### src/fpb_pkg.sv
// Shared constants and types for the parallel flash bus host controller.
// Assumes a single 10 MHz core clock and an asynchronous flash part on the far side of the pins.
//
// Summary of operation
// RULE_01 - A read drives chip select and output enable low while write enable stays high for the whole cycle.
// RULE_02 - The flash drives its data pins only while output enable is low, and chip select selects and powers it; the model drives inverted lastQ otherwise.
// RULE_03 - A write drives write enable and chip select low while output enable is held high.
// RULE_04 - After power-up or hardware reset the flash sits in array read, so no alteration happens in the transition.
// RULE_05 - In array read the flash returns stored bytes for plain reads with no command issued first.
// RULE_06 - A standard read with a valid address returns the byte stored at that address.
// RULE_07 - The flash leaves array read only when a write changes its command register, never because of a read.
// RULE_08 - The command register has no address of its own and is reached by the bus cycle type.
// RULE_09 - Each write cycle latches command, address and data, and those latches steer the flash state machine.
// RULE_10 - In unlock bypass a byte program takes two write cycles instead of four, and the host issues the short form.
// RULE_11 - An erase can target one sector, several sectors, or the whole array.
// RULE_12 - A sector address is exactly the upper address bits that pick one sector, and the host supplies them.
// RULE_13 - After the autoselect sequence, reads return identification codes from a register apart from the array.
// RULE_14 - The host detects program or erase completion by reading status and checking bit 7 and toggle bit 6.
// RULE_15 - The flash ignores writes while output enable is low, chip select is high, or write enable is high.
// RULE_16 - The flash has a 19-bit byte address and an 8-bit data bus that floats whenever no read is driven; the model drives inverted lastQ instead.

package fpb_pkg;

  // ****************************************************************
  // Timing
  // ****************************************************************
  localparam int CLK_PERIOD_NS = 100;
  localparam int T_ACC_NS      = 120;
  localparam int T_WE_LOW_NS   = 50;
  localparam int ACC_CYC       = (T_ACC_NS + CLK_PERIOD_NS - 1) / CLK_PERIOD_NS;
  localparam int WE_RAW_CYC    = (T_WE_LOW_NS + CLK_PERIOD_NS - 1) / CLK_PERIOD_NS;
  localparam int WE_CYC        = (WE_RAW_CYC < 1) ? 1 : WE_RAW_CYC;
  localparam int SYNC_CYC      = 3;
  // Output enable stays low until the synchroniser output holds the settled byte.
  localparam int READ_WAIT_CYC = ACC_CYC + SYNC_CYC + 1;
  localparam int CNT_W         = 3;

  // ****************************************************************
  // Bus layout
  // ****************************************************************
  localparam int ADDR_W     = 19;
  localparam int DATA_W     = 8;
  localparam int SECTOR_LSB = 16;
  localparam int POLL_BIT   = 7;
  localparam int TOGGLE_BIT = 6;

  typedef enum logic [3:0] {
    OP_READ         = 4'h0,
    OP_WRITE        = 4'h1,
    OP_RESET        = 4'h2,
    OP_PROGRAM      = 4'h3,
    OP_BYP_ENTER    = 4'h4,
    OP_BYP_PROGRAM  = 4'h5,
    OP_BYP_EXIT     = 4'h6,
    OP_CHIP_ERASE   = 4'h7,
    OP_SECTOR_ERASE = 4'h8,
    OP_SECTOR_ADD   = 4'h9,
    OP_AUTOSELECT   = 4'ha,
    OP_POLL         = 4'hb
  } fpb_op_t;

  typedef enum logic [2:0] {
    ST_IDLE    = 3'h0,
    ST_SETUP   = 3'h1,
    ST_STROBE  = 3'h3,
    ST_RECOVER = 3'h2,
    ST_DONE    = 3'h6
  } fpb_state_t;

  typedef struct packed {
    logic              isRead;
    logic              last;
    logic [ADDR_W-1:0] addr;
    logic [DATA_W-1:0] data;
  } fpb_step_t;

endpackage

### src/fpb_sync_if.sv
// Carries the raw flash data pins into the synchroniser and the settled byte back out.
// Assumes both ends run on the core clock.
`timescale 1ns/100ps

interface fpb_sync_if;
  logic [fpb_pkg::DATA_W-1:0] rawIn;
  logic [fpb_pkg::DATA_W-1:0] synced;

  modport src  (output rawIn, input synced);
  modport sink (input rawIn, output synced);
endinterface

### src/fpb_pin_sync.sv
// Three-stage synchroniser for the flash data pins.
// Assumes the pins change without regard to the core clock.
`timescale 1ns/100ps

module fpb_pin_sync (
  input wire logic core_clk,
  input wire logic rst,
  fpb_sync_if.sink link
);
  import fpb_pkg::*;

  logic [DATA_W-1:0] s1_r;
  logic [DATA_W-1:0] s2_r;
  logic [DATA_W-1:0] s3_r;
  logic [DATA_W-1:0] out_r;
  logic [DATA_W-1:0] out_nxt;

  // A new byte is taken only once the second and third stages agree, which filters a metastable first stage.
  always_comb begin
    out_nxt = out_r;
    if (s2_r == s3_r) begin
      out_nxt = s3_r;
    end
  end

  always_ff @(posedge core_clk or posedge rst) begin
    if (rst) begin
      s1_r  <= 8'h00;
      s2_r  <= 8'h00;
      s3_r  <= 8'h00;
      out_r <= 8'h00;
    end else begin
      s1_r  <= link.rawIn;
      s2_r  <= s1_r;
      s3_r  <= s2_r;
      out_r <= out_nxt;
    end
  end

  assign link.synced = out_r;
endmodule

### src/fpb_host_ctrl.sv
// Host controller that runs read, write, program, erase, bypass, autoselect and polling cycles on a parallel flash.
// Assumes one request at a time from the user side and an asynchronous flash on the pins.
`timescale 1ns/100ps

module fpb_host_ctrl #(
  parameter logic [18:0] UNLOCK_ADDR_A   = 19'h00555,
  parameter logic [18:0] UNLOCK_ADDR_B   = 19'h002aa,
  parameter logic [7:0]  CMD_UNLOCK_A    = 8'haa,
  parameter logic [7:0]  CMD_UNLOCK_B    = 8'h55,
  parameter logic [7:0]  CMD_PROGRAM     = 8'ha0,
  parameter logic [7:0]  CMD_BYPASS      = 8'h20,
  parameter logic [7:0]  CMD_BYP_EXIT1   = 8'h90,
  parameter logic [7:0]  CMD_BYP_EXIT2   = 8'h00,
  parameter logic [7:0]  CMD_ERASE_SETUP = 8'h80,
  parameter logic [7:0]  CMD_CHIP_ERASE  = 8'h10,
  parameter logic [7:0]  CMD_SECTOR_ERS  = 8'h30,
  parameter logic [7:0]  CMD_AUTOSELECT  = 8'h90,
  parameter logic [7:0]  CMD_RESET       = 8'hf0
) (
  input  wire logic                           core_clk,
  input  wire logic                           rst,
  input  wire logic                           reqValid,
  output logic                                reqReady,
  input  wire fpb_pkg::fpb_op_t               reqOp,
  input  wire logic [fpb_pkg::ADDR_W-1:0]     reqAddr,
  input  wire logic [fpb_pkg::DATA_W-1:0]     reqData,
  output logic                                rspValid,
  output logic [fpb_pkg::DATA_W-1:0]          rspData,
  output logic                                rspPollBusy,
  output logic                                rspPollMatch,
  output logic                                bypassActive,
  output logic                                flashCeN,
  output logic                                flashOeN,
  output logic                                flashWeN,
  output logic [fpb_pkg::ADDR_W-1:0]          flashAddr,
  output logic [fpb_pkg::DATA_W-1:0]          flashDataOut,
  output logic                                flashDataOe,
  input  wire logic [fpb_pkg::DATA_W-1:0]     flashDataIn
);
  import fpb_pkg::*;

  // ****************************************************************
  // Command sequences
  // ****************************************************************
  function automatic fpb_step_t seqStep(fpb_op_t op, logic [2:0] idx, logic shortPrg,
                                        logic [ADDR_W-1:0] a, logic [DATA_W-1:0] d);
    fpb_step_t         s;
    logic [ADDR_W-1:0] sec;
    s.isRead = 1'b0;
    s.last   = 1'b0;
    s.addr   = (idx == 3'h1 || idx == 3'h4) ? UNLOCK_ADDR_B : UNLOCK_ADDR_A;
    s.data   = (idx == 3'h1 || idx == 3'h4) ? CMD_UNLOCK_B : CMD_UNLOCK_A;
    sec      = {a[ADDR_W-1:SECTOR_LSB], {SECTOR_LSB{1'b0}}}; // see RULE_12
    case (op)
      OP_POLL: begin // see RULE_14
        s.isRead = 1'b1;
        s.addr   = a;
        s.last   = (idx == 3'h1);
      end
      OP_WRITE: begin
        s.addr = a;
        s.data = d;
        s.last = 1'b1;
      end
      OP_RESET: begin
        s.data = CMD_RESET;
        s.last = 1'b1;
      end
      OP_PROGRAM, OP_BYP_PROGRAM: begin
        if (shortPrg) begin // see RULE_10
          s.addr = (idx == 3'h0) ? UNLOCK_ADDR_A : a;
          s.data = (idx == 3'h0) ? CMD_PROGRAM : d;
          s.last = (idx == 3'h1);
        end else if (idx == 3'h2) begin
          s.data = CMD_PROGRAM;
        end else if (idx == 3'h3) begin
          s.addr = a;
          s.data = d;
          s.last = 1'b1;
        end
      end
      OP_BYP_ENTER: begin
        if (idx == 3'h2) begin
          s.data = CMD_BYPASS;
          s.last = 1'b1;
        end
      end
      OP_BYP_EXIT: begin
        s.addr = UNLOCK_ADDR_A;
        s.data = (idx == 3'h0) ? CMD_BYP_EXIT1 : CMD_BYP_EXIT2;
        s.last = (idx == 3'h1);
      end
      OP_AUTOSELECT: begin
        if (idx == 3'h2) begin
          s.data = CMD_AUTOSELECT;
          s.last = 1'b1;
        end
      end
      OP_CHIP_ERASE, OP_SECTOR_ERASE: begin // see RULE_11
        if (idx == 3'h2) begin
          s.data = CMD_ERASE_SETUP;
        end else if (idx == 3'h5) begin
          s.addr = (op == OP_SECTOR_ERASE) ? sec : UNLOCK_ADDR_A;
          s.data = (op == OP_SECTOR_ERASE) ? CMD_SECTOR_ERS : CMD_CHIP_ERASE;
          s.last = 1'b1;
        end
      end
      OP_SECTOR_ADD: begin // see RULE_11
        s.addr = sec;
        s.data = CMD_SECTOR_ERS;
        s.last = 1'b1;
      end
      default: begin
        s.isRead = 1'b1;
        s.addr   = a;
        s.last   = 1'b1;
      end
    endcase
    return s;
  endfunction

  // ****************************************************************
  // Data pin synchroniser
  // ****************************************************************
  fpb_sync_if syncLink ();

  assign syncLink.rawIn = flashDataIn;

  fpb_pin_sync u_sync (
    .core_clk (core_clk),
    .rst      (rst),
    .link     (syncLink)
  );

  // ****************************************************************
  // Cycle engine
  // ****************************************************************
  fpb_state_t        state_r,    state_nxt;
  fpb_op_t           op_r,       op_nxt;
  logic [ADDR_W-1:0] addr_r,     addr_nxt;
  logic [DATA_W-1:0] data_r,     data_nxt;
  logic [2:0]        step_r,     step_nxt;
  logic [CNT_W-1:0]  cnt_r,      cnt_nxt;
  logic              short_r,    short_nxt;
  logic              bypass_r,   bypass_nxt;
  logic [DATA_W-1:0] first_r,    first_nxt;
  logic [DATA_W-1:0] rd_r,       rd_nxt;
  logic              ceN_r,      ceN_nxt;
  logic              oeN_r,      oeN_nxt;
  logic              weN_r,      weN_nxt;
  logic              dOe_r,      dOe_nxt;
  logic [ADDR_W-1:0] pinAddr_r,  pinAddr_nxt;
  logic [DATA_W-1:0] pinData_r,  pinData_nxt;
  logic              accept;
  fpb_step_t         cur;
  fpb_step_t         nxt;

  assign reqReady = (state_r == ST_IDLE);
  assign accept   = reqValid && reqReady;
  assign cur      = seqStep(op_r, step_r, short_r, addr_r, data_r);

  always_comb begin
    state_nxt  = state_r;
    op_nxt     = op_r;
    addr_nxt   = addr_r;
    data_nxt   = data_r;
    step_nxt   = step_r;
    cnt_nxt    = cnt_r;
    short_nxt  = short_r;
    bypass_nxt = bypass_r;
    first_nxt  = first_r;
    rd_nxt     = rd_r;
    case (state_r)
      ST_IDLE: begin
        if (accept) begin
          op_nxt    = reqOp;
          addr_nxt  = reqAddr;
          data_nxt  = reqData;
          step_nxt  = 3'h0;
          // In bypass mode every program request takes the two-cycle form.
          short_nxt = bypass_r && (reqOp == OP_PROGRAM || reqOp == OP_BYP_PROGRAM); // see RULE_10
          state_nxt = ST_SETUP;
        end
      end
      ST_SETUP: begin
        cnt_nxt   = cur.isRead ? CNT_W'(READ_WAIT_CYC - 1) : CNT_W'(WE_CYC - 1);
        state_nxt = ST_STROBE;
      end
      ST_STROBE: begin
        if (cnt_r == '0) begin
          if (cur.isRead) begin
            if (op_r == OP_POLL && step_r == 3'h0) begin
              first_nxt = syncLink.synced;
            end else begin
              rd_nxt = syncLink.synced;
            end
          end
          state_nxt = ST_RECOVER;
        end else begin
          cnt_nxt = cnt_r - CNT_W'(1);
        end
      end
      ST_RECOVER: begin
        if (cur.last) begin
          state_nxt = ST_DONE;
        end else begin
          step_nxt  = step_r + 3'h1;
          state_nxt = ST_SETUP;
        end
      end
      ST_DONE: begin
        if (op_r == OP_BYP_ENTER) begin
          bypass_nxt = 1'b1;
        end else if (op_r == OP_BYP_EXIT) begin
          bypass_nxt = 1'b0;
        end
        state_nxt = ST_IDLE;
      end
      default: begin
        state_nxt = ST_IDLE;
      end
    endcase
  end

  // Pins follow the next state so that strobes leave flip-flops glitch free.
  assign nxt = seqStep(op_nxt, step_nxt, short_nxt, addr_nxt, data_nxt);

  always_comb begin
    ceN_nxt     = !(state_nxt == ST_SETUP || state_nxt == ST_STROBE);
    oeN_nxt     = !(state_nxt == ST_STROBE && nxt.isRead); // see RULE_01
    weN_nxt     = !(state_nxt == ST_STROBE && !nxt.isRead); // see RULE_03
    // The data bus is driven only around write strobes; output enable is high in all those states.
    dOe_nxt     = !nxt.isRead && (state_nxt == ST_SETUP || state_nxt == ST_STROBE || state_nxt == ST_RECOVER);
    pinAddr_nxt = (state_nxt == ST_IDLE || state_nxt == ST_DONE) ? pinAddr_r : nxt.addr;
    pinData_nxt = (state_nxt == ST_IDLE || state_nxt == ST_DONE) ? pinData_r : nxt.data;
  end

  always_ff @(posedge core_clk or posedge rst) begin
    if (rst) begin
      state_r   <= ST_IDLE;
      op_r      <= OP_READ;
      addr_r    <= 19'h00000;
      data_r    <= 8'h00;
      step_r    <= 3'h0;
      cnt_r     <= 3'h0;
      short_r   <= 1'b0;
      bypass_r  <= 1'b0;
      first_r   <= 8'h00;
      rd_r      <= 8'h00;
      ceN_r     <= 1'b1;
      oeN_r     <= 1'b1;
      weN_r     <= 1'b1;
      dOe_r     <= 1'b0;
      pinAddr_r <= 19'h00000;
      pinData_r <= 8'h00;
    end else begin
      state_r   <= state_nxt;
      op_r      <= op_nxt;
      addr_r    <= addr_nxt;
      data_r    <= data_nxt;
      step_r    <= step_nxt;
      cnt_r     <= cnt_nxt;
      short_r   <= short_nxt;
      bypass_r  <= bypass_nxt;
      first_r   <= first_nxt;
      rd_r      <= rd_nxt;
      ceN_r     <= ceN_nxt;
      oeN_r     <= oeN_nxt;
      weN_r     <= weN_nxt;
      dOe_r     <= dOe_nxt;
      pinAddr_r <= pinAddr_nxt;
      pinData_r <= pinData_nxt;
    end
  end

  assign rspValid     = (state_r == ST_DONE);
  assign rspData      = rd_r;
  assign rspPollBusy  = first_r[TOGGLE_BIT] ^ rd_r[TOGGLE_BIT]; // see RULE_14
  assign rspPollMatch = (rd_r[POLL_BIT] == data_r[POLL_BIT]); // see RULE_14
  assign bypassActive = bypass_r;
  assign flashCeN     = ceN_r;
  assign flashOeN     = oeN_r;
  assign flashWeN     = weN_r;
  assign flashAddr    = pinAddr_r;
  assign flashDataOut = pinData_r;
  assign flashDataOe  = dOe_r;

  // ****************************************************************
  // Checks
  // ****************************************************************
  logic [2:0] weFalls_r;
  logic [2:0] oeFalls_r;

  always_ff @(posedge core_clk or posedge rst) begin
    if (rst) begin
      weFalls_r <= 3'h0;
      oeFalls_r <= 3'h0;
    end else if (accept) begin
      weFalls_r <= 3'h0;
      oeFalls_r <= 3'h0;
    end else begin
      weFalls_r <= weFalls_r + {2'b00, weN_r && !weN_nxt};
      oeFalls_r <= oeFalls_r + {2'b00, oeN_r && !oeN_nxt};
    end
  end
endmodule

### config.mk
export PLATFORM = sky130hd
export DESIGN_NAME = fpb_host_ctrl
export DESIGN_NICKNAME = d
export VERILOG_FILES = /design/src/fpb_pkg.sv /design/src/fpb_sync_if.sv /design/src/fpb_pin_sync.sv /design/src/fpb_host_ctrl.sv
export SDC_FILE = /design/constraint.sdc
export NUM_CORES = 1
export LEC_CHECK = 0
export BUFFER_PORTS_ARGS = -buffer_cell sky130_fd_sc_hd__buf_2
export CAP_MARGIN = 40
export CORE_MARGIN = 2
export CORE_UTILIZATION = 57
export CTS_BUF_LIST = sky130_fd_sc_hd__clkbuf_8
export DETAILED_ROUTE_END_ITERATION = 10
export PLACE_DENSITY_LB_ADDON = 0.12
export REMOVE_ABC_BUFFERS = 1
export SLEW_MARGIN = 30
export SYNTH_ARGS = -nofsm -noshare
export SYNTH_HDL_FRONTEND = slang
export SYNTH_SLANG_ARGS = --single-unit
### constraint.sdc
create_clock -name core_clk -period 4.04 [get_ports core_clk]
set_input_delay 0.404 -clock core_clk [delete_from_list [all_inputs] [get_ports core_clk]]
set_output_delay 0.404 -clock core_clk [all_outputs]
set_load 0.005 [all_outputs]
* After elaboration in Yosys (flattened, before gate mapping)
Index checks and enable logic that the tools add are counted. W data, S select, Z words.
Storage, ports and cells: output and inout port bits 44, register bits after elaboration 120, bits of input ports 42
Operators by class: reductions and logical operators 35, bitwise operators 3, equal/unequal tests 44, add/subtract/negate cells 2, muxes and demuxes 53
Operator list (number):
- $mux W19 | 8
- $mux W8 | 12
- $pmux W19 S5 | 1
- $mux W28 | 3
- $mux W27 | 3
- $pmux W8 S8 | 1
- $mux W20 | 2
- $eq A4 B3 Y1 const B | 9
- $eq A4 B4 Y1 const B | 7
- $eq A3 B2 Y1 const B | 8
- $mux W11 | 2
- $mux W3 | 7
- $eq A4 B2 Y1 const B | 5
- $reduce_or A10 Y1 | 2
- $eq A3 B3 Y1 const B | 6
- $logic_not A3 Y1 | 5
- $eq A3 B1 Y1 const B | 4
- $mux W6 | 2
- $pmux W3 S2 | 2
- $pmux W3 S4 | 1
- $reduce_or A2 Y1 | 6
- $eq A4 B1 Y1 const B | 2
- $eq A8 B8 Y1 | 1
- $mux W4 | 2
- 15 further kinds | 36

* Depth between registers and ports, before layout
depth in word-level cells 16, depth in mapped cells 13, mapped depth without buffers 11

* Cells and area by module
A second synthesis with hierarchy kept.
Unflattened totals: cell total of the unflattened synthesis 562, area, all modules 5605.4 um2
Modules (own cells, without submodules):
- fpb_host_ctrl | seq. area each 2055.7 um2, times used 1, area each 4624.4 um2, cells an instance 510
- fpb_pin_sync | seq. area each 800.8 um2, times used 1, area each 980.9 um2, cells an instance 52

* Least setup slack after synthesis
No wires, ideal clock.
path type register to register, from register step_r[1], to register pinData_r[4] (netlist: flashDataOut[4]), data required time 3.904 ns, stages on the path, launching flop included 14, arrival time 2.975 ns, buffers on the path 2, library setup time 0.136 ns, setup slack 0.929 ns, period minus slack after synthesis 3.111 ns, cell sequence dfrtp_1 > clkbuf_1 > inv_1 > ha_1 > and2_1 > a32o_2 > a311oi_4 > nand2_2 > buf_2 > mux2i_1 > mux2i_1 > o21ai_0 > a2111oi_0 > a31oi_1
Between the ends: longest elaborated chain between the ends 14, elaborated cells between the ends (all ways) 38, those cells by class add/sub (1); eq/ne (10); mux (23); reduce/logical (4)
Ends and longest elaborated chain:
- start: declaration | line fpb_host_ctrl.sv:142 | logic [2:0] step_r, step_nxt;
- start signal: assignment | line fpb_host_ctrl.sv:261 | step_r <= step_nxt;
- $eq A3 B2 Y1 | line fpb_host_ctrl.sv:76 | end else if (idx == 3'h3) begin
- $mux W28 | line fpb_host_ctrl.sv:76
- $mux W20 | line fpb_host_ctrl.sv:74 | end else if (idx == 3'h2) begin
- $mux W28 | line fpb_host_ctrl.sv:70 | if (shortPrg) begin
- $pmux W1 S4 | line fpb_host_ctrl.sv:54 | case (op)
- $mux W3 | line fpb_host_ctrl.sv:204 | if (cur.last) begin
- $pmux W3 S2 | line fpb_host_ctrl.sv:173 | case (state_r)
- $eq A3 B1 Y1 or $eq A3 B3 Y1 (tied branches)
- $logic_or A1 B1 Y1 | line fpb_host_ctrl.sv:52 | s.data = (idx == 3'h1 || idx == 3'h4) ? CMD_UNLOCK_B : CMD_UNLOCK_A;
- $mux W8 | line fpb_host_ctrl.sv:52
- $mux W27 | line fpb_host_ctrl.sv:76
- $mux W8 | line fpb_host_ctrl.sv:74
- $mux W27 | line fpb_host_ctrl.sv:70
- $pmux W8 S8 | line fpb_host_ctrl.sv:54
- end signal: assignment | line fpb_host_ctrl.sv:272 | pinData_r <= pinData_nxt;
- end: declaration | line fpb_host_ctrl.sv:153 | logic [DATA_W-1:0] pinData_r, pinData_nxt;
Parallel ways exist; a longest one is shown, timed or not. A chain may end at the register's enable or synchronous reset.

* Worst setup path after layout
Ends and elaborated chain as after synthesis.

==> results_dict.tcl <==
set metrics [dict create \
    start_util_pct 58.6 \
    via_count 4716 \
    post-cts-setup-buffers 0 \
    die-height_um 104 \
    grt_setup_unrepaired "no" \
    die_w_um 104 \
    slew_headroom_pct 43.0 \
    drive_gt1_share_pct 26.6 \
    avgRoutedWirePerCell_um 16.9 \
    htreeDepth 4 \
    place_hpwl_mm 9.78 \
    maxSlewViolCount 0 \
    synth_area_um2 5700 \
    finalHoldViolations 0 \
    drcViolationCount 0 \
    whs_ns 0.0843 \
    ys.flop_type "dfrtp_1" \
    core-area_um2 9730 \
    cts.path.max_buffers 2 \
    rows 36 \
    final_area_um2 6670 \
    cts_resized 0 \
    use_met2_pct 39.8 \
    max-vdd-ir-drop_mv 0.398 \
    avgSynthCellArea_um2 9.83 \
    crit_required_ns 4.33 \
    async_reset_ff_share_pct 100 \
    portBuffers 85 \
    ys_seq_area_share_pct 50.1 \
    nets 719 \
    grt_usage_pct 26.2 \
    skew_ns 0.0117 \
    p_leak_uw 0.00324 \
    wirelength_mm 13.8 \
    status "finished clean" \
    pre_cts_ws_ns 0.354 \
    synthCells 580 \
    grt.busiest_layer "met2" \
    critPathCaptureType "register" \
    worstPathMaxFanout 15 \
    fmax_mhz 263 \
    drt_first_pass_iters 5 \
    ys_types 84 \
    io_pins 86 \
    synth_area_leaders "dfrtp_1, nand2_1, mux2_2, mux2i_1, nor2_1" \
    synthToLayoutAreaGrowth_pct 16.9 \
    clkTransAtPathRegs_ns 0.08 \
    met3_usage_pct 6.64 \
    drt_iter0_drc 378 \
    gp_congestion 0.987 \
    setup_tns_ns 0 \
    first_global_vias 4615 \
    diodes 0 \
    synth_top_area_cell "dfrtp_1" \
    yosysTopAreaCellShare_pct 48.7 \
    fillers 790 \
    cts-buffers-inserted 17 \
    yosysMostFrequentCell "nand2_1" \
    grt_antenna_before_repair 0 \
    path_class "register to register" \
    post-route-period-util_pct 94.1 \
    synth_edf_count 0 \
    cts_tree "yes" \
    vias_per_cell 5.78 \
    total_power_uw 5950 \
    yosysWarnings 0 \
    use_met1_pct 36.6 \
    hold_class "input pin to register" \
    synth-seq-cells 114 \
    grt_max_degree 51 \
    setup_slack_ns 0.237 \
    grt_pass1_wl_mm 22.9 \
    arrival_ns 4.09 \
    clock_sinks 114 \
    synth_commonest_cells "nand2_1, dfrtp_1, nor2_1" \
    cap_violations 0 \
    postRouteAntennaNets 0 \
    power_density_nw_per_um2 892 \
    dieArea_um2 10800 \
    clk_latency_ns 0.42 \
    crit_path_start_kind "register" \
    placed_area_um2 6270 \
    setup_violations 0 \
    finalCriticalPeriod_ns 3.80 \
    grt-ovfl-total 0 \
    tightest_slew_ns 0.844 \
    clockRootBuffer "clkbuf_8" \
]
[logic make-up after synthesis]
family,count (synthesis),synth area share [%]
XOR/XNOR,14,2.15
AND/OR/NAND/NOR,231,19.1
multiplexers,33,6.23
buffers and inverters,50,3.93
flip-flops,114,50.1
AO/OA/AOI/OAI,131,17.0
adder cells (fa/ha/maj),7,1.54
[power by group]
group	internal (uW)	leakage, uW	switching (uW)
clock network	504	0.000197	522
logic	1230	0.00162	1870
registers	1550	0.00142	278
[layout by cell type, fill, tap and decap left out, drive strengths merged, types with 7 or more instances in the layout]
master	synthesis	layout
nand2	116	116
dfrtp	111	111
nand4	9	9
a311oi	9	9
nand3	15	15
clkbuf	15	17
nor2b	9	9
a31oi	8	8
nand2b	7	7
o21ai	28	28
and2	8	8
xnor2	11	11
inv	19	26
mux2	17	17
ha	7	7
mux2i	16	16
clkinv	1	7
nor2	40	40
a211oi	9	9
buf	15	100
a21oi	26	26
[critical path, cell delays in order, from the launching register on]
cell and delay (ns):
dfrtp_1 0.50, inv_1 0.16, ha_1 0.25, and2_1 0.23
a32o_2 0.27, a311o_1 0.39, nor2_2 0.23, o41ai_1 0.13
o21ai_2 0.58, a211oi_1 0.09, a2111oi_0 0.55, buf_4 0.20
a31oi_1 0.09
[path summary, 6_finish.rpt]
path / start / to / slack, ns / cells past startpoint
max in group asynchronous: rst / cnt_r[0]$_DFFE_PP0P_ / 2.58 / 4
setup / recovery: step_r[1]$_DFF_PP0_ / flashDataOut[4]$_DFFE_PP0N_ / 0.24 / 12
hold / removal: flashDataIn[0] / u_sync.s1_r[0]$_DFF_PP0_ / 0.08 / 1
min in group asynchronous: rst / u_sync.s2_r[3]$_DFF_PP0_ / 0.50 / 3
setup reg to reg: step_r[1]$_DFF_PP0_ / flashDataOut[4]$_DFFE_PP0N_ / 0.24 / 12
hold reg to reg: u_sync.s1_r[7]$_DFF_PP0_ / u_sync.s2_r[7]$_DFF_PP0_ / 0.35 / 0
[stage by stage]
step	std cells	utilization (%)
global route	816	68.5
finish	816	68.5
floorplan	550	-
global placement	783	64.5
detailed placement	783	64.5
CTS	816	68.5
[metal layers]
layer / up-vias / routed length (um) / share of wire [%]
met5: - / 0 / 0
met4: 0 / 222 / 1.6
met3: 19 / 916 / 6.7
met2: 172 / 6380 / 46
met1: 2284 / 6240 / 45
li1: 2241 / - / -
[timing repair]
item,4_1_cts,5_1_grt
hold buffers,1,0
hold endpoints to repair,26,0
endpoints found under the setup margin,0,0
[cell type report]
| class | instances | area [um2] | share of cell area, % |
|---|---|---|---|
| Inverter | 20 | 78.8 | 1.18 |
| Timing Repair Buffer | 101 | 548 | 8.22 |
| Multi-Input combinational cell | 416 | 2640 | 39.5 |
| Clock inverter | 15 | 148 | 2.21 |
| Tap cell | 133 | 166 | 2.50 |
| Sequential cell | 114 | 2860 | 42.8 |
| Clock buffer | 17 | 234 | 3.51 |
[state kept, by name (all words and copies together), names as in the netlist]
| register | cells |
|---|---|
| u_sync.s3_r | 8 |
| flashOeN | 1 |
| state_r | 3 |
| data_r | 8 |
| cnt_r | 3 |
| u_sync.s1_r | 8 |
| short_r | 1 |
| flashAddr | 19 |
| addr_r | 19 |
| bypassActive | 1 |
| rspData | 8 |
| flashWeN | 1 |
| step_r | 3 |
| u_sync.link.synced | 8 |
| flashDataOe | 1 |
| op_r | 4 |
| first_r | 1 |
| flashCeN | 1 |
| flashDataOut | 8 |
| u_sync.s2_r | 8 |
Power figures use the tool's default switching activity.
